## src/shared/dac2_cfg_defines.svh

```systemverilog
`ifndef DAC2_CFG_DEFINES_SVH
`define DAC2_CFG_DEFINES_SVH

// register offsets
`define ADDR_OUT2_CONFIG_ONE 8'h6C
`define ADDR_OUT2_CONFIG_TWO 8'h6D
`define ADDR_DAC2A_VOLUME 8'h6E

// reset values
`define RESET_OUT2_CONFIG_ONE 8'h20
`define RESET_OUT2_CONFIG_TWO 8'h20
`define RESET_DAC2A_VOLUME 8'hC9

// writable bits; reserved bits are cleared by these masks
`define MASK_OUT2_CONFIG_ONE 8'hF9
`define MASK_OUT2_CONFIG_TWO 8'hFB
`define MASK_DAC2A_VOLUME 8'hFF

// field positions; drive and level fields shared by both leg registers, the rest per register
`define LEG_DRIVE_MSB 7
`define LEG_DRIVE_LSB 6
`define LEG_LEVEL_MSB 5
`define LEG_LEVEL_LSB 3
`define BIT_BANDWIDTH_SEL 0
`define BIT_FULL_SCALE_SEL 1
`define BIT_COMMON_MODE_TOL 0
`define BITS_RESERVED_ONE 8'h06
`define BITS_RESERVED_TWO 8'h04

// level codes and attenuation in dB
`define LEVEL_CODE_FIRST_LEGAL 3'h4
`define LEVEL_ATTEN_CODE4 5'h08
`define LEVEL_ATTEN_CODE5 5'h0E
`define LEVEL_ATTEN_CODE6 5'h14
`define LEVEL_ATTEN_CODE7 5'h1A

// volume: code 0 mutes, code 201 is 0 dB, 0.5 dB per step
`define VOLUME_MUTE_CODE 8'h00
`define VOLUME_UNITY_CODE 9'h0C9

`endif

```

## src/shared/dac2_cfg_pkg.sv

```systemverilog
package dac2_cfg_pkg;

  // output leg drive type, in register encoding order
  typedef enum logic [1:0] {
    DRIVE_LINE_OUT,
    DRIVE_HEADPHONE,
    DRIVE_LOAD_4OHM,
    DRIVE_RECEIVER_DEBUG
  } drive_type_t;

  typedef logic [7:0] reg_byte_t;
  typedef logic signed [8:0] half_db_t;

endpackage

```

## src/hdl/dac2_output_config_regs.sv

```systemverilog
`timescale 1ns/1ns
`include "dac2_cfg_defines.svh"

// How it works
// - bits 7-6 at 0x6C pick positive leg drive: line, headphone, 4 ohm, debug.
// - bits 5-3 at 0x6C pick positive leg level, codes 4-7 give -8..-26 dB.
// - bits 7-6 at 0x6D pick negative leg drive with the same encodings.
// - bits 5-3 at 0x6D pick negative leg level, codes 4-7 give -8..-26 dB.
// - reserved bits read zero; software writes zero into them.
// - bit 0 at 0x6C selects 24 kHz band (0) or 96 kHz band (1).
// - bit 1 at 0x6D selects 10 Vrms (0) or 5 Vrms (1) full scale.
// - bit 0 at 0x6D selects limited (0) or rail-to-rail (1) common mode.
// - register 0x6C resets to 0x20.
// - register 0x6D resets to 0x20.
// - register 0x6E holds the 8-bit channel 2A volume, reset 0xC9.
// - volume 0 mutes, 1 is -100 dB, 0.5 dB steps, 201 is 0 dB.
module dac2_output_config_regs
  import dac2_cfg_pkg::*;
(
  input wire logic clock,
  input wire logic rst,
  input wire logic regWrite,
  input wire logic regRead,
  input wire logic [7:0] regAddr,
  input wire logic [7:0] regWriteData,
  output logic [7:0] regReadData,
  output logic regReadValid,
  output logic regAddrError,
  output logic reservedWriteSeen,
  output logic [1:0] pos_leg_drive_type,
  output logic [2:0] pos_leg_level_code,
  output logic [1:0] neg_leg_drive_type,
  output logic [2:0] neg_leg_level_code,
  output logic dac2_bandwidth_sel,
  output logic dac2_full_scale_sel,
  output logic dac2_common_mode_tolerance,
  output logic [7:0] dac2a_volume_code,
  output logic [3:0] posLegDriveOneHot,
  output logic [3:0] negLegDriveOneHot,
  output logic [4:0] posLegAttenDb,
  output logic [4:0] negLegAttenDb,
  output logic posLegLevelInvalid,
  output logic negLegLevelInvalid,
  output logic volumeMute,
  output half_db_t volumeGainHalfDb
);

  reg_byte_t out2_config_one;
  reg_byte_t out2_config_two;
  reg_byte_t dac2a_volume;
  reg_byte_t next_out2_config_one;
  reg_byte_t next_out2_config_two;
  reg_byte_t next_dac2a_volume;

  logic hitOne;
  logic hitTwo;
  logic hitVolume;
  logic hitAny;

  logic [7:0] next_regReadData;
  logic next_regReadValid;
  logic next_regAddrError;
  logic next_reservedWriteSeen;

  // address decode
  always_comb begin
    hitOne = (regAddr == `ADDR_OUT2_CONFIG_ONE);
    hitTwo = (regAddr == `ADDR_OUT2_CONFIG_TWO);
    hitVolume = (regAddr == `ADDR_DAC2A_VOLUME);
    hitAny = hitOne | hitTwo | hitVolume;
  end

  // register writes; reserved bits never stored
  always_comb begin
    next_out2_config_one = out2_config_one;
    next_out2_config_two = out2_config_two;
    next_dac2a_volume = dac2a_volume;
    if (regWrite && hitOne) begin
      next_out2_config_one = regWriteData & `MASK_OUT2_CONFIG_ONE;
    end
    if (regWrite && hitTwo) begin
      next_out2_config_two = regWriteData & `MASK_OUT2_CONFIG_TWO;
    end
    if (regWrite && hitVolume) begin
      next_dac2a_volume = regWriteData & `MASK_DAC2A_VOLUME;
    end
  end

  always_ff @(posedge clock or posedge rst) begin
    if (rst) begin
      out2_config_one <= `RESET_OUT2_CONFIG_ONE;
      out2_config_two <= `RESET_OUT2_CONFIG_TWO;
      dac2a_volume <= `RESET_DAC2A_VOLUME;
    end else begin
      out2_config_one <= next_out2_config_one;
      out2_config_two <= next_out2_config_two;
      dac2a_volume <= next_dac2a_volume;
    end
  end

  // read port answers one cycle after the strobe, old value on collision
  always_comb begin
    next_regReadData = 8'h00;
    next_regReadValid = regRead;
    next_regAddrError = 1'b0;
    next_reservedWriteSeen = reservedWriteSeen;
    if (regRead) begin
      unique case (1'b1)
        hitOne: next_regReadData = out2_config_one;
        hitTwo: next_regReadData = out2_config_two;
        hitVolume: next_regReadData = dac2a_volume;
        default: next_regReadData = 8'h00;
      endcase
    end
    if ((regRead || regWrite) && !hitAny) begin
      next_regAddrError = 1'b1;
    end
    // sticky report of software writing ones into reserved bits
    if (regWrite && hitOne &&
        ((regWriteData & `BITS_RESERVED_ONE) != 8'h00)) begin
      next_reservedWriteSeen = 1'b1;
    end
    if (regWrite && hitTwo &&
        ((regWriteData & `BITS_RESERVED_TWO) != 8'h00)) begin
      next_reservedWriteSeen = 1'b1;
    end
  end

  always_ff @(posedge clock or posedge rst) begin
    if (rst) begin
      regReadData <= 8'h00;
      regReadValid <= 1'b0;
      regAddrError <= 1'b0;
      reservedWriteSeen <= 1'b0;
    end else begin
      regReadData <= next_regReadData;
      regReadValid <= next_regReadValid;
      regAddrError <= next_regAddrError;
      reservedWriteSeen <= next_reservedWriteSeen;
    end
  end

  // raw fields straight from the register flops
  assign pos_leg_drive_type =
    out2_config_one[`LEG_DRIVE_MSB:`LEG_DRIVE_LSB];
  assign pos_leg_level_code =
    out2_config_one[`LEG_LEVEL_MSB:`LEG_LEVEL_LSB];
  assign neg_leg_drive_type =
    out2_config_two[`LEG_DRIVE_MSB:`LEG_DRIVE_LSB];
  assign neg_leg_level_code =
    out2_config_two[`LEG_LEVEL_MSB:`LEG_LEVEL_LSB];
  assign dac2_bandwidth_sel = out2_config_one[`BIT_BANDWIDTH_SEL];
  assign dac2_full_scale_sel = out2_config_two[`BIT_FULL_SCALE_SEL];
  assign dac2_common_mode_tolerance =
    out2_config_two[`BIT_COMMON_MODE_TOL];
  assign dac2a_volume_code = dac2a_volume;

  // per-leg decode: leg 0 positive, leg 1 negative
  reg_byte_t legReg [2];
  logic [3:0] legOneHot [2];
  logic [4:0] legAtten [2];
  logic legInvalid [2];

  assign legReg[0] = out2_config_one;
  assign legReg[1] = out2_config_two;

  genvar leg;
  generate
    for (leg = 0; leg < 2; leg++) begin : gen_leg
      drive_type_t driveType;
      logic [2:0] levelCode;
      logic [3:0] next_oneHot;
      logic [4:0] next_atten;
      logic next_invalid;

      always_comb begin
        driveType = drive_type_t'(
          legReg[leg][`LEG_DRIVE_MSB:`LEG_DRIVE_LSB]);
        levelCode = legReg[leg][`LEG_LEVEL_MSB:`LEG_LEVEL_LSB];
        next_oneHot = 4'h0;
        unique case (driveType)
          DRIVE_LINE_OUT: next_oneHot = 4'h1;
          DRIVE_HEADPHONE: next_oneHot = 4'h2;
          DRIVE_LOAD_4OHM: next_oneHot = 4'h4;
          DRIVE_RECEIVER_DEBUG: next_oneHot = 4'h8;
        endcase
        // forbidden codes 0-3 give no attenuation and raise a flag
        next_invalid = (levelCode < `LEVEL_CODE_FIRST_LEGAL);
        unique case (levelCode)
          3'h4: next_atten = `LEVEL_ATTEN_CODE4;
          3'h5: next_atten = `LEVEL_ATTEN_CODE5;
          3'h6: next_atten = `LEVEL_ATTEN_CODE6;
          3'h7: next_atten = `LEVEL_ATTEN_CODE7;
          default: next_atten = 5'h00;
        endcase
      end

      always_ff @(posedge clock or posedge rst) begin
        if (rst) begin
          legOneHot[leg] <= 4'h1;
          legAtten[leg] <= `LEVEL_ATTEN_CODE4;
          legInvalid[leg] <= 1'b0;
        end else begin
          legOneHot[leg] <= next_oneHot;
          legAtten[leg] <= next_atten;
          legInvalid[leg] <= next_invalid;
        end
      end
    end
  endgenerate

  assign posLegDriveOneHot = legOneHot[0];
  assign negLegDriveOneHot = legOneHot[1];
  assign posLegAttenDb = legAtten[0];
  assign negLegAttenDb = legAtten[1];
  assign posLegLevelInvalid = legInvalid[0];
  assign negLegLevelInvalid = legInvalid[1];

  dac2a_volume_decode volumeDecode (
    .clock(clock),
    .rst(rst),
    .dac2a_volume_code(dac2a_volume),
    .volumeMute(volumeMute),
    .volumeGainHalfDb(volumeGainHalfDb)
  );

endmodule

```

## src/hdl/dac2a_volume_decode.sv

```systemverilog
`timescale 1ns/1ns
`include "dac2_cfg_defines.svh"

module dac2a_volume_decode
  import dac2_cfg_pkg::*;
(
  input wire logic clock,
  input wire logic rst,
  input wire logic [7:0] dac2a_volume_code,
  output logic volumeMute,
  output half_db_t volumeGainHalfDb
);

  logic next_volumeMute;
  half_db_t next_volumeGainHalfDb;

  // gain in 0.5 dB units relative to unity code
  always_comb begin
    next_volumeMute = (dac2a_volume_code == `VOLUME_MUTE_CODE);
    if (next_volumeMute) begin
      next_volumeGainHalfDb = '0;
    end else begin
      next_volumeGainHalfDb =
        half_db_t'({1'b0, dac2a_volume_code} - `VOLUME_UNITY_CODE);
    end
  end

  always_ff @(posedge clock or posedge rst) begin
    if (rst) begin
      volumeMute <= 1'b0;
      volumeGainHalfDb <= '0;
    end else begin
      volumeMute <= next_volumeMute;
      volumeGainHalfDb <= next_volumeGainHalfDb;
    end
  end

endmodule

```

## config.mk

```make
export PLATFORM = sky130hd
export DESIGN_NAME = dac2_output_config_regs
export DESIGN_NICKNAME = d
export VERILOG_FILES = /design/src/shared/dac2_cfg_pkg.sv /design/src/hdl/dac2_output_config_regs.sv /design/src/hdl/dac2a_volume_decode.sv
export VERILOG_INCLUDE_DIRS = /design/src /design/src/shared
export SDC_FILE = /design/constraint.sdc
export NUM_CORES = 1
export LEC_CHECK = 0
export ABC_AREA = 0
export ABC_CLOCK_PERIOD_IN_PS = 3000
export BUFFER_PORTS_ARGS = -buffer_cell sky130_fd_sc_hd__buf_2
export CAP_MARGIN = 40
export CORE_ASPECT_RATIO = 2
export CORE_MARGIN = 10
export CORE_UTILIZATION = 50
export DETAILED_ROUTE_END_ITERATION = 6
export PLACE_DENSITY = 0.78
export RECOVER_POWER = 25
export SLEW_MARGIN = 20
export SYNTH_ARGS = -nofsm -noshare
export SYNTH_HDL_FRONTEND = slang
export SYNTH_HIERARCHICAL = 1
export SYNTH_SLANG_ARGS = --single-unit
```

## constraint.sdc

```tcl
create_clock -name clock -period 3 [get_ports clock]
set_input_delay 0.6 -clock clock [delete_from_list [all_inputs] [get_ports clock]]
set_output_delay 0.6 -clock clock [all_outputs]
set_load 0.005 [all_outputs]
```

=== Word-level counts from Yosys, hierarchy flattened ===
Index checks and enable logic that the tools add are counted.

* Output and inout bits: 62
* Logic and storage cells: 60
* Register bits: 62
* Input port bits: 20

* Multiplexer cells: 10
* Equal/unequal tests: 17
* Reductions and logical operators: 13
* Magnitude comparators: 2
* $add $sub $neg: 1
* Bitwise gates (word level): 2

{| class="wikitable"
|+ Operators with widths
! cell !! count
|-
| case mux 5 bit (4 select lines) || 2
|-
| case mux 4 bit (4 select lines) || 2
|-
| == test 3 bit (second input constant) || 8
|-
| == test 8 x 7 -> 1 bit (second input constant) || 3
|-
| case mux 8 bit (3 select lines) || 1
|-
| 2-to-1 mux 9 bit || 1
|-
| subtractor 8 x 8 -> 9 bit (second input constant) || 1
|-
| == test 2 bit (second input constant) || 4
|-
| zero test 8 bit || 1
|-
| 2-to-1 mux 8 bit || 1
|-
| nonzero test 8 bit || 1
|-
| logical AND 1 bit || 6
|-
| less-than comparator 3 bit (second input constant) || 2
|-
| == test 2 x 1 -> 1 bit (second input constant) || 2
|-
| zero test 2 bit || 2
|-
| 2-to-1 mux 1 bit || 3
|-
| bitwise OR 1 bit || 2
|-
| nonzero test 2 bit || 1
|-
| zero test 1 bit || 1
|-
| logical OR 1 bit || 1
|}

=== Longest topological paths before layout ===
Gate-level depths: netlist (run 1).

* Word-level depth: 6
* Gate-level depth with buffers: 5
* Depth with buffers taken out: 5

=== By module ===
Netlist (run 1), hierarchy kept.

{| class="wikitable"
|+ By module, submodules not included
! module !! times used !! area an instance (sq um) !! seq. area each (sq um) !! cells an instance
|-
| dac2_output_config_regs || 1 || 2005.7 || 1263.7 || 142
|-
| dac2a_volume_decode || 1 || 439.2 || 250.2 || 38
|}

=== Worst setup path before layout (run 1) ===
Ideal clock, no wire load.

* Kind: in2reg
* Start: input port regAddr[1]
* End: register out2_config_two[0]
* Setup time: 0.125 ns
* Cell stages on the path: 5
* Path slack: 1.068 ns
* Buffers on the path: 2
* Arrival: 1.807 ns
* Data required time: 2.875 ns
* Path through: buf_4 nand2b_4 or4_4 buf_6 mux2_4

* Longest elaborated chain between the ends: 2

{| class="wikitable"
|+ Ends and longest elaborated chain
! item !! RTL line !! source
|-
| from (decl) || dac2_output_config_regs.sv:24 || <nowiki>input wire logic [7:0] regAddr,</nowiki>
|-
| == test 8 x 7 -> 1 bit (no source line) || n/a ||
|-
| logical AND 1 bit || dac2_output_config_regs.sv:81 || <nowiki>if (regWrite && hitTwo) begin</nowiki>
|-
| to (signal assigned) || dac2_output_config_regs.sv:92 || <nowiki>out2_config_two <= `RESET_OUT2_CONFIG_TWO;</nowiki>
|-
| to (signal assigned) || dac2_output_config_regs.sv:96 || <nowiki>out2_config_two <= next_out2_config_two;</nowiki>
|-
| to (decl) || dac2_output_config_regs.sv:49 || <nowiki>reg_byte_t out2_config_two;</nowiki>
|}

No other way between the ends.
A chain may end at the register's enable or synchronous reset.

=== Worst setup path in the final report (run 1) ===
* Start: register dac2a_volume[3] (netlist: dac2a_volume_code[3])
* End: output port dac2a_volume_code[3]

{| class="wikitable"
|+ RTL lines
! item !! RTL line !! source
|-
| from (decl) || dac2_output_config_regs.sv:50 || <nowiki>reg_byte_t dac2a_volume;</nowiki>
|-
| from (signal assigned) || dac2_output_config_regs.sv:93 || <nowiki>dac2a_volume <= `RESET_DAC2A_VOLUME;</nowiki>
|-
| from (signal assigned) || dac2_output_config_regs.sv:97 || <nowiki>dac2a_volume <= next_dac2a_volume;</nowiki>
|-
| to (decl) || dac2_output_config_regs.sv:37 || <nowiki>output logic [7:0] dac2a_volume_code,</nowiki>
|}

No word-level cell between the ends.

==> results of run 1 <==
-- layout make-up --
type,count,area share (%)
Clock inverter,6,3.563
Multi-Input combinational cell,104,27.22
Inverter,11,1.321
Tap cell,57,2.282
Sequential cell,60,48.44
Clock buffer,10,4.404
Timing Repair Buffer,80,12.77
-- placed cells by master (no fill, tap or decap), types with 5 or more instances in the layout --
cell type	netlist	routed
a21oi_1	7	7
a22oi_1	6	6
buf_2	1	78
clkbuf_8	0	10
dfrtp_1	50	50
dfstp_2	10	8
inv_1	10	10
mux2_2	20	20
mux2_4	7	7
nand2_1	6	6
nor2_1	16	16
nor2b_1	5	5
-- logic make-up after synthesis --
| group | Yosys count | share of synthesized area [%] |
|---|---|---|
| flip-flops | 60 | 61.92 |
| AND/OR/NAND/NOR | 48 | 13.00 |
| multiplexers | 27 | 13.51 |
| AO/OA/AOI/OAI | 22 | 6.039 |
| buffers and inverters | 17 | 3.428 |
| XOR/XNOR | 4 | 1.433 |
| adder cells (fa/ha/maj) | 1 | 0.5117 |
| other | 1 | 0.1534 |
-- power by group through the flow --
stage / Combinational [mW] / Clock [mW] / Sequential, mW
floorplan: 0.0976 / 0 / 0.915
global placement: 0.194 / 0 / 0.910
detailed placement: 0.199 / 0 / 0.915
CTS: 0.200 / 0.911 / 0.900
global route: 0.216 / 0.943 / 0.906
finish: 0.193 / 0.889 / 0.898
-- stage by stage --
stage | cells | total power, mW | hold WS, ps
floorplan | 181 | 1.012 | 440.2
global placement | 312 | 1.104 | 452.2
detailed placement | 312 | 1.113 | 465.8
CTS | 328 | 2.011 | 125.6
global route | 328 | 2.065 | 183.2
finish | 328 | 1.981 | 183.2
-- path summary, 6_finish.rpt --
| check | from | to | cells past startpoint |
|---|---|---|---|
| max in group asynchronous | rst | dac2a_volume_code[4]$_DFFE_PP0P_ | 3 |
| worst max register to register | dac2a_volume_code[1]$_DFFE_PP0P_ | volumeDecode/volumeGainHalfDb[8]$_DFF_PP0_ | 5 |
| worst max-delay path | dac2a_volume_code[3]$_DFFE_PP1P_ | dac2a_volume_code[3] | 1 |
| worst min register to register | reservedWriteSeen$_DFFE_PP0P_ | reservedWriteSeen$_DFFE_PP0P_ | 2 |
| min in group clock | regRead | regReadValid$_DFF_PP0_ | 1 |
| worst min-delay path | rst | negLegDriveOneHot[3]$_DFF_PP0_ | 2 |
-- sequential cells by signal, summed over array words and instances (netlist names) --
name,flops
volumeDecode/volumeGainHalfDb,9
dac2a_volume_code,8
regReadData,8
out2_config_two,7
out2_config_one,6
negLegAttenDb,4
negLegDriveOneHot,4
posLegAttenDb,4
posLegDriveOneHot,4
negLegLevelInvalid,1
posLegLevelInvalid,1
regAddrError,1
regReadValid,1
reservedWriteSeen,1
volumeDecode/volumeMute,1
-- per-layer routing --
layer / wire [um] / up-vias / GRT usage [%] / share of wire [%]
li1: - / 781 / - / -
met1: 1943 / 821 / 13.56 / 34
met2: 3188 / 64 / 24.94 / 56
met3: 493 / 8 / 6.816 / 8.6
met4: 111 / 0 / 6.835 / 1.9
met5: 0 / - / 0 / 0
==> impl_results.html, run 1 <==
<table>
<tr><th>Metric</th><th>Value</th></tr>
<tr><th colspan="2">Power and ir drop</th></tr>
<tr><td>Power density of the placed cells</td><td>633.7 mW/mm^2</td></tr>
<tr><td>Switching fraction of total power</td><td>a little under a quarter</td></tr>
<tr><td>Share of power burned in the clock network</td><td>between 40% and 50%</td></tr>
<tr><td>Net switching power</td><td>between 0.4 and 0.5 mW</td></tr>
<tr><td>Static leakage</td><td>1.637 nW</td></tr>
<tr><td>Relative contribution of sequential cells to total power</td><td>45.4%</td></tr>
<tr><td>Comb power frac</td><td>9.7%</td></tr>
<tr><td>Internal Pwr Total</td><td>approximately 1.5 mW</td></tr>
<tr><td>IR drop worst, VDD</td><td>between 0.0006 and 0.0007 V</td></tr>
<tr><th colspan="2">STA</th></tr>
<tr><td>Worst Max-Slew Pin Slew</td><td>1038 ps</td></tr>
<tr><td>Clock Skew</td><td>just under 8 ps</td></tr>
<tr><td>Finish-stage setup viols</td><td>0</td></tr>
<tr><td>Setup repair after global routing missed its margin</td><td>false</td></tr>
<tr><td>Setup slack after layout</td><td>around 1300 ps</td></tr>
<tr><td>Time the final worst path needs with I/O delays and setup</td><td>1719 ps</td></tr>
<tr><td>Maximum clock frequency</td><td>581.7 MHz</td></tr>
<tr><td>Aggregate negative setup slack</td><td>0 ps</td></tr>
<tr><td>Worst rel slew slack</td><td>just over 30%</td></tr>
<tr><td>Final Max Slew Viols</td><td>0</td></tr>
<tr><td>Number of endpoints with negative hold slack in the final report</td><td>0</td></tr>
<tr><td>Ratio of final minimum period to clock period</td><td>between 50% and 60%</td></tr>
<tr><th colspan="2">Drt</th></tr>
<tr><td>Total iterations of the first detailed-routing run</td><td>4</td></tr>
<tr><td>Average wire per standard cell</td><td>17.49 um</td></tr>
<tr><td>Total Wirelength</td><td>~5700 um</td></tr>
<tr><td>Number of design-rule violations left by the first detailed-router iteration</td><td>roughly 110</td></tr>
<tr><td>Post-route ant nets</td><td>0</td></tr>
<tr><td>Residual DRC count</td><td>0</td></tr>
<tr><td>Per-cell via count in the routed design</td><td>just over 5</td></tr>
<tr><td>Via count</td><td>1674</td></tr>
<tr><th colspan="2">Yosys</th></tr>
<tr><td>Count of mapped cells out of synthesis</td><td>180</td></tr>
<tr><td>Share of the synthesized area in the top cell type</td><td>around 51%</td></tr>
<tr><td>Share of flip-flops with an asynchronous set or reset</td><td>100.0%</td></tr>
<tr><td>Average instance area after synthesis</td><td>~14 sq um</td></tr>
<tr><td>Synth warnings</td><td>6</td></tr>
<tr><td>Area of the mapped netlist</td><td>between 0.002 and 0.0025 sq mm</td></tr>
<tr><td>Synth area leader</td><td>dfrtp_1</td></tr>
<tr><td>Largest cells by area after synthesis</td><td>dfrtp_1, dfstp_2, mux2_2</td></tr>
<tr><td>Synth cell count leaders</td><td>dfrtp_1, mux2_2, nor2_1</td></tr>
<tr><td>Most common cell in the synthesized netlist</td><td>dfrtp_1</td></tr>
<tr><td>Number of storage elements in the synthesis netlist</td><td>60</td></tr>
<tr><td>Distinct cells, synth</td><td>39</td></tr>
<tr><td>Most used flip-flop cell after synthesis</td><td>dfrtp_1</td></tr>
<tr><td>Number of flops mapped to enable cells by yosys</td><td>0</td></tr>
<tr><td>Sequential fraction of the synthesis area</td><td>61.92%</td></tr>
<tr><th colspan="2">Floorplanning</th></tr>
<tr><td>Die Y-Extent</td><td>118.9 um</td></tr>
<tr><td>Total Die Area</td><td>between 0.008 and 0.009 sq mm</td></tr>
<tr><td>Core Footprint</td><td>a little under 0.005 sq mm</td></tr>
<tr><td>Effective utilization at floorplan</td><td>around half</td></tr>
<tr><td>Number of rows created at floorplan</td><td>36</td></tr>
<tr><td>Top Ports</td><td>82</td></tr>
<tr><td>Horiz. Die Dim</td><td>roughly 69 um</td></tr>
<tr><th colspan="2">Clock network</th></tr>
<tr><td>Quantity of hold-fixing buffers added after cts</td><td>0</td></tr>
<tr><td>Root buffer selected by CTS</td><td>clkbuf_8</td></tr>
<tr><td># Post-CTS Setup Buffers</td><td>0</td></tr>
<tr><td>Total clock sinks</td><td>60</td></tr>
<tr><td>Clock tree from TritonCTS</td><td>yes</td></tr>
<tr><td>Post_cts resized</td><td>0</td></tr>
<tr><td>Clock transition at path regs</td><td>~60 ps</td></tr>
<tr><td>Worst skew pair latency</td><td>approximately 340 ps</td></tr>
<tr><td>Number of H-tree branching levels</td><td>3</td></tr>
<tr><td>Max Buffers Root-to-Sink</td><td>2</td></tr>
<tr><td>CTS buffer count</td><td>9</td></tr>
<tr><th colspan="2">Worst setup path</th></tr>
<tr><td>Cell-by-cell listing of the critical path</td><td>buf_2</td></tr>
<tr><td>Crit start category</td><td>register</td></tr>
<tr><td>Register-to-register setup slack</td><td>1410 ps</td></tr>
<tr><td>Arrival time of data at the critical path endpoint</td><td>about 1100 ps</td></tr>
<tr><td>Largest fanout on the critical path</td><td>9</td></tr>
<tr><td>Buffers plus inverters on the worst setup path</td><td>1</td></tr>
<tr><td>Largest delay contributor family on the critical path</td><td>flip-flops</td></tr>
<tr><td>Cell at the slowest stage of the critical path</td><td>dfstp_2</td></tr>
<tr><td>Capturing element type of the critical path</td><td>output port</td></tr>
<tr><td>Kind of critical path</td><td>reg2out</td></tr>
<tr><td>CP required</td><td>2400 ps</td></tr>
<tr><td>Worst path max stage delay</td><td>about 630 ps</td></tr>
<tr><th colspan="2">Global routing</th></tr>
<tr><td>Vias in the first global route</td><td>between 1500 and 2000</td></tr>
<tr><td>Maximum number of pins on one net before global-route repair</td><td>45</td></tr>
<tr><td>Global route total overflow</td><td>0</td></tr>
<tr><td>Wire length of the first global-routing pass</td><td>between 9000 and 10000 um</td></tr>
<tr><td>Antenna violations before repair</td><td>0</td></tr>
<tr><td>Total GRT Usage</td><td>approximately 14%</td></tr>
<tr><th colspan="2">Cells and area</th></tr>
<tr><td>P&amp;R area growth vs syn</td><td>27.84%</td></tr>
<tr><td>Layout cells sized above 1</td><td>approximately half</td></tr>
<tr><td>Final net count</td><td>287</td></tr>
<tr><td>Sequential cell area</td><td>roughly 0.0015 sq mm</td></tr>
<tr><td>Antenna fix cells</td><td>0</td></tr>
<tr><td>Total area of multi-input combinational cells</td><td>~850 sq um</td></tr>
<tr><td>Area of all placed cells without fillers</td><td>roughly 0.0031 sq mm</td></tr>
<tr><td>Core Util, Final</td><td>64.85%</td></tr>
<tr><td>Fillers</td><td>around 400</td></tr>
<tr><th colspan="2">Placed design</th></tr>
<tr><td>HPWL after DPL</td><td>4302 um</td></tr>
<tr><td>Routability-driven placement congestion ratio</td><td>approximately 0.76</td></tr>
<tr><td>Post-Place Setup Slack</td><td>between 900 and 1000 ps</td></tr>
<tr><td>Count of buffers from port buffering</td><td>79</td></tr>
<tr><td>Placed Area</td><td>0.002880 sq mm</td></tr>
<tr><th colspan="2">Outcome</th></tr>
<tr><td>Outcome</td><td>complete, no violations</td></tr>
<tr><th colspan="2">Min path</th></tr>
<tr><td>Path type of the worst min-delay path</td><td>in2async</td></tr>
<tr><th colspan="2">Run</th></tr>
<tr><td>Max-cap violations</td><td>0</td></tr>
</table>
(Power assumes the default switching activity.)
==> run 2, diff against run 1 <==
ABC_CLOCK_PERIOD_IN_PS = 1700   (was 3000)
clock period = 1.7 ns   (was 3 ns; I/O delays follow)
==> impl_results.html, run 2 (synthesis results as in run 1) <==
<table>
<tr><th>Metric</th><th>Value</th></tr>
<tr><th colspan="2">Worst setup path</th></tr>
<tr><td>CP required</td><td>1910 ps (was 2400 ps)</td></tr>
<tr><td>Crit start category</td><td>register (unchanged)</td></tr>
<tr><td>Largest fanout on the critical path</td><td>7 (was 9)</td></tr>
<tr><td>Arrival time of data at the critical path endpoint</td><td>1690 ps (was 1120 ps)</td></tr>
<tr><td>Capturing element type of the critical path</td><td>register (was output port)</td></tr>
<tr><td>Reg-to-reg endpoint</td><td>volumeDecode/volumeGainHalfDb[8]$_DFF_PP0_ (unchanged)</td></tr>
<tr><td>Kind of critical path</td><td>reg2reg (was reg2out)</td></tr>
<tr><td>Worst Reg-to-Reg Cells</td><td>5 (unchanged)</td></tr>
<tr><td>Register-to-register setup slack</td><td>220 ps (was 1410 ps)</td></tr>
<tr><td>Reg2Reg Launch Point</td><td>dac2a_volume_code[1]$_DFFE_PP0P_ (unchanged)</td></tr>
<tr><th colspan="2">STA</th></tr>
<tr><td>Final Max Slew Viols</td><td>0 (unchanged)</td></tr>
<tr><td>Time the final worst path needs with I/O delays and setup</td><td>approximately 1500 ps</td></tr>
<tr><td>Clock Skew</td><td>6.613 ps (was 7.911 ps)</td></tr>
<tr><td>Maximum clock frequency</td><td>slightly below 700 MHz</td></tr>
<tr><td>Number of endpoints with negative hold slack in the final report</td><td>0 (unchanged)</td></tr>
<tr><td>Setup repair after global routing missed its margin</td><td>false (unchanged)</td></tr>
<tr><td>Ratio of final minimum period to clock period</td><td>between 80% and 90%</td></tr>
<tr><td>Final-layout worst hold slack</td><td>166.3 ps (was 183.2 ps)</td></tr>
<tr><td>Worst Max-Slew Pin Slew</td><td>660.9 ps (was 1038 ps)</td></tr>
<tr><td>Finish-stage setup viols</td><td>0 (unchanged)</td></tr>
<tr><td>Worst rel slew slack</td><td>55.94% (was 30.82%)</td></tr>
<tr><th colspan="2">Cells and area</th></tr>
<tr><td>Number of flip-flops in the largest register</td><td>9 (unchanged)</td></tr>
<tr><td>Biggest register</td><td>volumeDecode/volumeGainHalfDb (unchanged)</td></tr>
<tr><td>P&amp;R area growth vs syn</td><td>29.17% (was 27.84%)</td></tr>
<tr><td>Core Util, Final</td><td>65.52% (was 64.85%)</td></tr>
<tr><td>Top library cells by usage in the layout, fill and taps aside</td><td>buf_2, dfrtp_1, mux2_2 (unchanged)</td></tr>
<tr><td>Layout cells sized above 1</td><td>51.94% (was 51.66%)</td></tr>
<tr><td>Commonest non-fill, non-tap cell in the layout</td><td>buf_2 (unchanged)</td></tr>
<tr><td>Antenna fix cells</td><td>0 (unchanged)</td></tr>
<tr><td>Final net count</td><td>300 (was 287)</td></tr>
<tr><td>Cell Count, Final, Fillers Out</td><td>340 (was 328)</td></tr>
<tr><th colspan="2">Power and ir drop</th></tr>
<tr><td>Static leakage</td><td>1.662 nW (was 1.637 nW)</td></tr>
<tr><td>Internal Pwr Total</td><td>2.305 mW (was 1.534 mW)</td></tr>
<tr><td>Switching fraction of total power</td><td>23.93% (was 22.57%)</td></tr>
<tr><td>Net switching power</td><td>0.7250 mW (was 0.4470 mW)</td></tr>
<tr><td>Power density of the placed cells</td><td>959.3 mW/mm^2 (was 633.7 mW/mm^2)</td></tr>
<tr><td>Share of power burned in the clock network</td><td>35.9% (was 44.9%)</td></tr>
<tr><td>Relative contribution of sequential cells to total power</td><td>52.1% (was 45.4%)</td></tr>
<tr><td>Comb power frac</td><td>12.0% (was 9.7%)</td></tr>
<tr><td>IR drop worst, VDD</td><td>0.0006932 V (was 0.0006018 V)</td></tr>
<tr><th colspan="2">Global routing</th></tr>
<tr><td>Global route total overflow</td><td>0 (unchanged)</td></tr>
<tr><td>Antenna violations before repair</td><td>0 (unchanged)</td></tr>
<tr><td>Wire length of the first global-routing pass</td><td>9204 um (was 9266 um)</td></tr>
<tr><td>Maximum number of pins on one net before global-route repair</td><td>51 (was 45)</td></tr>
<tr><td>Vias in the first global route</td><td>1864 (was 1787)</td></tr>
<tr><td>Total GRT Usage</td><td>14.18% (was 14.28%)</td></tr>
<tr><th colspan="2">Run</th></tr>
<tr><td>Max-cap violations</td><td>0 (unchanged)</td></tr>
<tr><th colspan="2">Min path</th></tr>
<tr><td>Endpoint, Worst Hold</td><td>regReadValid$_DFF_PP0_</td></tr>
<tr><td>Path type of the worst min-delay path</td><td>in2reg (was in2async)</td></tr>
<tr><td>Startpoint of the most critical hold path</td><td>regRead</td></tr>
<tr><td>Worst Hold Depth</td><td>1</td></tr>
<tr><th colspan="2">Placed design</th></tr>
<tr><td>HPWL after DPL</td><td>4394 um (was 4302 um)</td></tr>
<tr><td>Routability-driven placement congestion ratio</td><td>0.7715 (was 0.7557)</td></tr>
<tr><td>Cell count after placement</td><td>324 (was 312)</td></tr>
<tr><td>Count of buffers from port buffering</td><td>79 (unchanged)</td></tr>
<tr><th colspan="2">Drt</th></tr>
<tr><td>Number of design-rule violations left by the first detailed-router iteration</td><td>44 (was 111)</td></tr>
<tr><td>Detailed-route wire length on metal 1</td><td>2030 um (was 1943 um)</td></tr>
<tr><td>Max layer used</td><td>met4 (unchanged)</td></tr>
<tr><td>Average wire per standard cell</td><td>16.86 um (was 17.49 um)</td></tr>
<tr><td>Residual DRC count</td><td>0 (unchanged)</td></tr>
<tr><td>Total Wirelength</td><td>5732 um (was 5736 um)</td></tr>
<tr><td>Per-cell via count in the routed design</td><td>5.035 (was 5.104)</td></tr>
<tr><td>Routed met2 length</td><td>3193 um (was 3188 um)</td></tr>
<tr><td>Total iterations of the first detailed-routing run</td><td>4 (unchanged)</td></tr>
<tr><td>Via count</td><td>1712 (was 1674)</td></tr>
<tr><td>Post-route ant nets</td><td>0 (unchanged)</td></tr>
<tr><td>WL met3</td><td>405 um (was 493 um)</td></tr>
<tr><th colspan="2">Floorplanning</th></tr>
<tr><td>Number of rows created at floorplan</td><td>36 (unchanged)</td></tr>
<tr><td>Effective utilization at floorplan</td><td>50.73% (unchanged)</td></tr>
<tr><td>Total Die Area</td><td>0.008256 sq mm (unchanged)</td></tr>
<tr><td>Core Footprint</td><td>0.004820 sq mm (unchanged)</td></tr>
<tr><td>Die Y-Extent</td><td>118.9 um (unchanged)</td></tr>
<tr><td>Horiz. Die Dim</td><td>69.45 um (unchanged)</td></tr>
<tr><td>Top Ports</td><td>82 (unchanged)</td></tr>
<tr><th colspan="2">Clock network</th></tr>
<tr><td>Clock tree from TritonCTS</td><td>yes (unchanged)</td></tr>
<tr><td>Root buffer selected by CTS</td><td>clkbuf_8 (unchanged)</td></tr>
<tr><td>Max Buffers Root-to-Sink</td><td>2 (unchanged)</td></tr>
<tr><td>Number of H-tree branching levels</td><td>3 (unchanged)</td></tr>
<tr><td>Worst skew pair latency</td><td>330 ps (was 340 ps)</td></tr>
<tr><td># Post-CTS Setup Buffers</td><td>0 (unchanged)</td></tr>
<tr><td>Total clock sinks</td><td>60 (unchanged)</td></tr>
<tr><td>Post_cts resized</td><td>0 (unchanged)</td></tr>
<tr><td>Clock transition at path regs</td><td>60 ps (about the same)</td></tr>
<tr><td>CTS buffer count</td><td>9 (unchanged)</td></tr>
<tr><th colspan="2">Outcome</th></tr>
<tr><td>Outcome</td><td>complete, no violations (unchanged)</td></tr>
</table>
run 2: layer usage:
metal | global-route usage (%) | up-vias
li1 | - | 806
met2 | 25.23 | 51
met3 | 5.653 | 6
met4 | 8.608 | 0
met1 | 13.02 | 849
met5 | 0 | -
run 2: how the worst max path moves through the flow:
stage | to | startpoint
finish | volumeDecode/volumeGainHalfDb[8]$_DFF_PP0_ | dac2a_volume_code[1]$_DFFE_PP0P_
global route | volumeDecode/volumeGainHalfDb[8]$_DFF_PP0_ | dac2a_volume_code[1]$_DFFE_PP0P_
CTS | volumeDecode/volumeGainHalfDb[8]$_DFF_PP0_ | dac2a_volume_code[2]$_DFFE_PP0P_
detailed placement | out2_config_two[6]$_DFFE_PP0P_ | regAddr[7]
global placement | out2_config_two[6]$_DFFE_PP0P_ | regAddr[7]
floorplan | out2_config_two[0]$_DFFE_PP0P_ | regAddr[1]
run 2: repair_timing:
action                                  in CTS  in global routing
endpoints found under the setup margin       0                  0
hold buffers                                 1                  0
hold endpoints to repair                    10                  0
run 2: area by class of cell:
class                   instances  area [sq um]
clock inverters                 2         10.01
flip-flops and latches         60          1514
clock buffers                  13         158.9
well taps                      57         71.32
repair buffers                 93         511.7
multi-input cells             104         850.8
fillers                       378          1662
inverters                      11         41.29
run 2: stage by stage:
step           instance area [sq um]  power (mW)  worst slack [ps]  setup TNS [ps]
2_1_floorplan                   2449       1.787             27.99               0
3_3_place_gp                    2995       1.969            -37.56          -372.2
3_5_place_dp                    2995       1.982            -52.98          -491.7
4_1_cts                         3174       3.085             205.3               0
5_1_grt                         3158       3.189             121.3               0
6_report                        3158       3.030             219.9               0
run 2: power by group through the flow:
stage | registers [mW] | clock network, mW | logic [mW]
2_1_floorplan | 1.61 | 0 | 0.172
3_3_place_gp | 1.60 | 0 | 0.369
3_5_place_dp | 1.61 | 0 | 0.377
4_1_cts | 1.58 | 1.13 | 0.380
5_1_grt | 1.59 | 1.20 | 0.404
6_report | 1.58 | 1.09 | 0.363
run 2: worst max-delay path, stage by stage, from the launching register on:
cell,delay (ps)
dfrtp_1,380
inv_1,60
ha_1,140
nand2b_1,170
nor4_4,420
o21ba_1,200
==> run 3, diff against run 2 <==
ABC_CLOCK_PERIOD_IN_PS = 1850   (was 1700)
GPL_TIMING_DRIVEN = 0   (was unset)
clock period = 1.85 ns   (was 1.7 ns; I/O delays follow)
==> impl_results.html, run 3 (synthesis results as in run 1) <==
<table>
<tr><th>Metric</th><th>Value</th></tr>
<tr><th colspan="2">Drt</th></tr>
<tr><td>Number of design-rule violations left by the first detailed-router iteration</td><td>76 (was 44)</td></tr>
<tr><td>Per-cell via count in the routed design</td><td>5.102 (was 5.035)</td></tr>
<tr><td>Total Wirelength</td><td>5593 um (was 5732 um)</td></tr>
<tr><td>Residual DRC count</td><td>0 (unchanged)</td></tr>
<tr><td>Total iterations of the first detailed-routing run</td><td>4 (unchanged)</td></tr>
<tr><td>Average wire per standard cell</td><td>16.75 um (was 16.86 um)</td></tr>
<tr><td>Via count</td><td>1704 (was 1712)</td></tr>
<tr><td>Post-route ant nets</td><td>0 (unchanged)</td></tr>
<tr><th colspan="2">Global routing</th></tr>
<tr><td>Fraction of met3 tracks used by global routing</td><td>5.985% (was 5.653%)</td></tr>
<tr><td>Global route total overflow</td><td>0 (unchanged)</td></tr>
<tr><td>Vias in the first global route</td><td>1802 (was 1864)</td></tr>
<tr><td>Busiest layer in global routing</td><td>met2 (unchanged)</td></tr>
<tr><td>Wire length of the first global-routing pass</td><td>9045 um (was 9204 um)</td></tr>
<tr><td>Met2 capacity usage during global routing</td><td>24.14% (was 25.23%)</td></tr>
<tr><td>Met1 demand-to-capacity share in global routing</td><td>12.98% (was 13.02%)</td></tr>
<tr><td>Maximum number of pins on one net before global-route repair</td><td>29 (was 51)</td></tr>
<tr><td>Antenna violations before repair</td><td>1 (was 0)</td></tr>
<tr><td>Total GRT Usage</td><td>13.77% (was 14.18%)</td></tr>
<tr><th colspan="2">Cells and area</th></tr>
<tr><td>Fillers</td><td>403 (was 378)</td></tr>
<tr><td>Final net count</td><td>292 (was 300)</td></tr>
<tr><td>Core Util, Final</td><td>63.97% (was 65.52%)</td></tr>
<tr><td>Number of flip-flops in the largest register</td><td>9 (unchanged)</td></tr>
<tr><td>P&amp;R area growth vs syn</td><td>26.10% (was 29.17%)</td></tr>
<tr><td>Biggest register</td><td>volumeDecode/volumeGainHalfDb (unchanged)</td></tr>
<tr><td>Layout cells sized above 1</td><td>51.81% (was 51.94%)</td></tr>
<tr><td>Total area of multi-input combinational cells</td><td>850.8 sq um (unchanged)</td></tr>
<tr><td>Top library cells by usage in the layout, fill and taps aside</td><td>buf_2, dfrtp_1, mux2_2 (unchanged)</td></tr>
<tr><td>Commonest non-fill, non-tap cell in the layout</td><td>buf_2 (unchanged)</td></tr>
<tr><td>Sequential cell area</td><td>0.001514 sq mm (unchanged)</td></tr>
<tr><th colspan="2">Power and ir drop</th></tr>
<tr><td>Pwr Total</td><td>2.768 mW (was 3.030 mW)</td></tr>
<tr><td>Static leakage</td><td>1.623 nW (was 1.662 nW)</td></tr>
<tr><td>Relative contribution of sequential cells to total power</td><td>52.6% (was 52.1%)</td></tr>
<tr><td>Share of power burned in the clock network</td><td>36.0% (was 35.9%)</td></tr>
<tr><td>Net switching power</td><td>0.6949 mW (was 0.7250 mW)</td></tr>
<tr><td>Power density of the placed cells</td><td>897.8 mW/mm^2 (was 959.3 mW/mm^2)</td></tr>
<tr><td>Comb power frac</td><td>11.4% (was 12.0%)</td></tr>
<tr><td>Switching fraction of total power</td><td>25.10% (was 23.93%)</td></tr>
<tr><td>Internal Pwr Total</td><td>2.073 mW (was 2.305 mW)</td></tr>
<tr><td>IR drop worst, VDD</td><td>0.0005763 V (was 0.0006932 V)</td></tr>
<tr><th colspan="2">Worst setup path</th></tr>
<tr><td>Arrival time of data at the critical path endpoint</td><td>1800 ps (was 1690 ps)</td></tr>
<tr><td>Crit start category</td><td>register (unchanged)</td></tr>
<tr><td>Kind of critical path</td><td>reg2reg (unchanged)</td></tr>
<tr><td>CP required</td><td>2070 ps (was 1910 ps)</td></tr>
<tr><td>Capturing element type of the critical path</td><td>register (unchanged)</td></tr>
<tr><td>Largest fanout on the critical path</td><td>7 (unchanged)</td></tr>
<tr><td>Register-to-register setup slack</td><td>270 ps (was 220 ps)</td></tr>
<tr><th colspan="2">Clock network</th></tr>
<tr><td>Worst skew pair latency</td><td>330 ps (about the same)</td></tr>
<tr><td>Number of H-tree branching levels</td><td>3 (unchanged)</td></tr>
<tr><td># Post-CTS Setup Buffers</td><td>0 (unchanged)</td></tr>
<tr><td>Quantity of hold-fixing buffers added after cts</td><td>0 (was 1)</td></tr>
<tr><td>Post_cts resized</td><td>0 (unchanged)</td></tr>
<tr><td>CTS buffer count</td><td>9 (unchanged)</td></tr>
<tr><td>Total clock sinks</td><td>60 (unchanged)</td></tr>
<tr><td>Clock tree from TritonCTS</td><td>yes (unchanged)</td></tr>
<tr><td>Clock transition at path regs</td><td>70 ps (was 60 ps)</td></tr>
<tr><td>Max Buffers Root-to-Sink</td><td>2 (unchanged)</td></tr>
<tr><td>Root buffer selected by CTS</td><td>clkbuf_8 (unchanged)</td></tr>
<tr><th colspan="2">Floorplanning</th></tr>
<tr><td>Die Y-Extent</td><td>118.9 um (unchanged)</td></tr>
<tr><td>Core Footprint</td><td>0.004820 sq mm (unchanged)</td></tr>
<tr><td>Total Die Area</td><td>0.008256 sq mm (unchanged)</td></tr>
<tr><td>Horiz. Die Dim</td><td>69.45 um (unchanged)</td></tr>
<tr><td>Number of rows created at floorplan</td><td>36 (unchanged)</td></tr>
<tr><td>Effective utilization at floorplan</td><td>50.73% (unchanged)</td></tr>
<tr><td>Top Ports</td><td>82 (unchanged)</td></tr>
<tr><th colspan="2">Placed design</th></tr>
<tr><td>Count of buffers from port buffering</td><td>78 (was 79)</td></tr>
<tr><td>HPWL after DPL</td><td>4290 um (was 4394 um)</td></tr>
<tr><td>Routability-driven placement congestion ratio</td><td>0.7768 (was 0.7715)</td></tr>
<tr><th colspan="2">STA</th></tr>
<tr><td>Maximum clock frequency</td><td>632.8 MHz (was 675.6 MHz)</td></tr>
<tr><td>Final Max Slew Viols</td><td>0 (unchanged)</td></tr>
<tr><td>Ratio of final minimum period to clock period</td><td>85.42% (was 87.07%)</td></tr>
<tr><td>Worst Max-Slew Pin Slew</td><td>871.8 ps (was 660.9 ps)</td></tr>
<tr><td>Clock Skew</td><td>6.634 ps (was 6.613 ps)</td></tr>
<tr><td>Time the final worst path needs with I/O delays and setup</td><td>1580 ps (was 1480 ps)</td></tr>
<tr><td>Setup repair after global routing missed its margin</td><td>false (unchanged)</td></tr>
<tr><td>Finish-stage setup viols</td><td>0 (unchanged)</td></tr>
<tr><td>Worst rel slew slack</td><td>41.81% (was 55.94%)</td></tr>
<tr><td>Number of endpoints with negative hold slack in the final report</td><td>10 (was 0)</td></tr>
<tr><td>Final-layout worst hold slack</td><td>-10.22 ps (was 166.3 ps)</td></tr>
<tr><th colspan="2">Outcome</th></tr>
<tr><td>Outcome</td><td>finished with violations (was complete, no violations)</td></tr>
<tr><td>Failing checks</td><td>hold timing</td></tr>
<tr><th colspan="2">Run</th></tr>
<tr><td>Max-cap violations</td><td>0 (unchanged)</td></tr>
<tr><th colspan="2">Min path</th></tr>
<tr><td>Path type of the worst min-delay path</td><td>in2async (was in2reg)</td></tr>
</table>
run 3: cell types whose count changed in the layout (fill, tap and decap cells not counted), sizes merged:
cell	delta
buf	-8
clkbuf	-1
clkinv	+1
clkinvlp	+1
diode	+1
dlygate4sd3	-1
inv	+1
run 3: per-stage QoR:
| stage | cells | cell area, sq um | setup slack, ps | TNS, ps |
|---|---|---|---|---|
| final | 334 | 3083 | 269.7 | 0 |
| after global routing | 334 | 3083 | 160.8 | 0 |
| after CTS | 333 | 3099 | 252.7 | 0 |
| after detailed placement | 317 | 2930 | -2.087 | -3.484 |
| after global placement | 316 | 2910 | -249.3 | -9892 |
| after floorplan | 181 | 2449 | 148.0 | 0 |
run 3: worst paths after layout:
kind,endpoint,start,cells past startpoint
max,volumeDecode/volumeGainHalfDb[8]$_DFF_PP0_,dac2a_volume_code[1]$_DFFE_PP0P_,5
min,volumeDecode/volumeGainHalfDb[5]$_DFF_PP0_,rst,2
max reg2reg,volumeDecode/volumeGainHalfDb[8]$_DFF_PP0_,dac2a_volume_code[1]$_DFFE_PP0P_,5
min reg2reg,reservedWriteSeen$_DFFE_PP0P_,reservedWriteSeen$_DFFE_PP0P_,2
max in group asynchronous,posLegAttenDb[2]$_DFF_PP0_,rst,3
min in group clock,regReadValid$_DFF_PP0_,regRead,1
run 3: final cells by class:
cell class                      count  share of cell area, %
Buffer                              6                  1.380
Multi-Input combinational cell    104                  27.60
Inverter                           11                  1.339
Antenna cell                        1                0.08117
Clock buffer                       11                  4.586
Tap cell                           57                  2.313
Clock inverter                      5                 0.8929
Timing Repair Buffer               79                  12.70
Sequential cell                    60                  49.11
run 3: critical path, stage by stage, from the launching register on:
cell and delay (ps):
dfrtp_1 440, inv_1 80, ha_1 150, nand2b_1 160, nor4_4 410, o21ba_1 210
run 3: per-layer routing:
layer | vias to the layer above | part of all wire (%)
li1 | 796 | -
met1 | 835 | 35
met2 | 66 | 56
met3 | 7 | 7.8
met4 | 0 | 1.4
met5 | - | 0
run 3: power by group through the flow:
| stage | sequential [mW] | combinational, mW | clock, mW |
|---|---|---|---|
| 2_1_floorplan | 1.48 | 0.158 | 0 |
| 3_3_place_gp | 1.47 | 0.317 | 0 |
| 3_5_place_dp | 1.48 | 0.330 | 0 |
| 4_1_cts | 1.46 | 0.331 | 1.02 |
| 5_1_grt | 1.47 | 0.354 | 1.09 |
| 6_report | 1.46 | 0.316 | 0.996 |
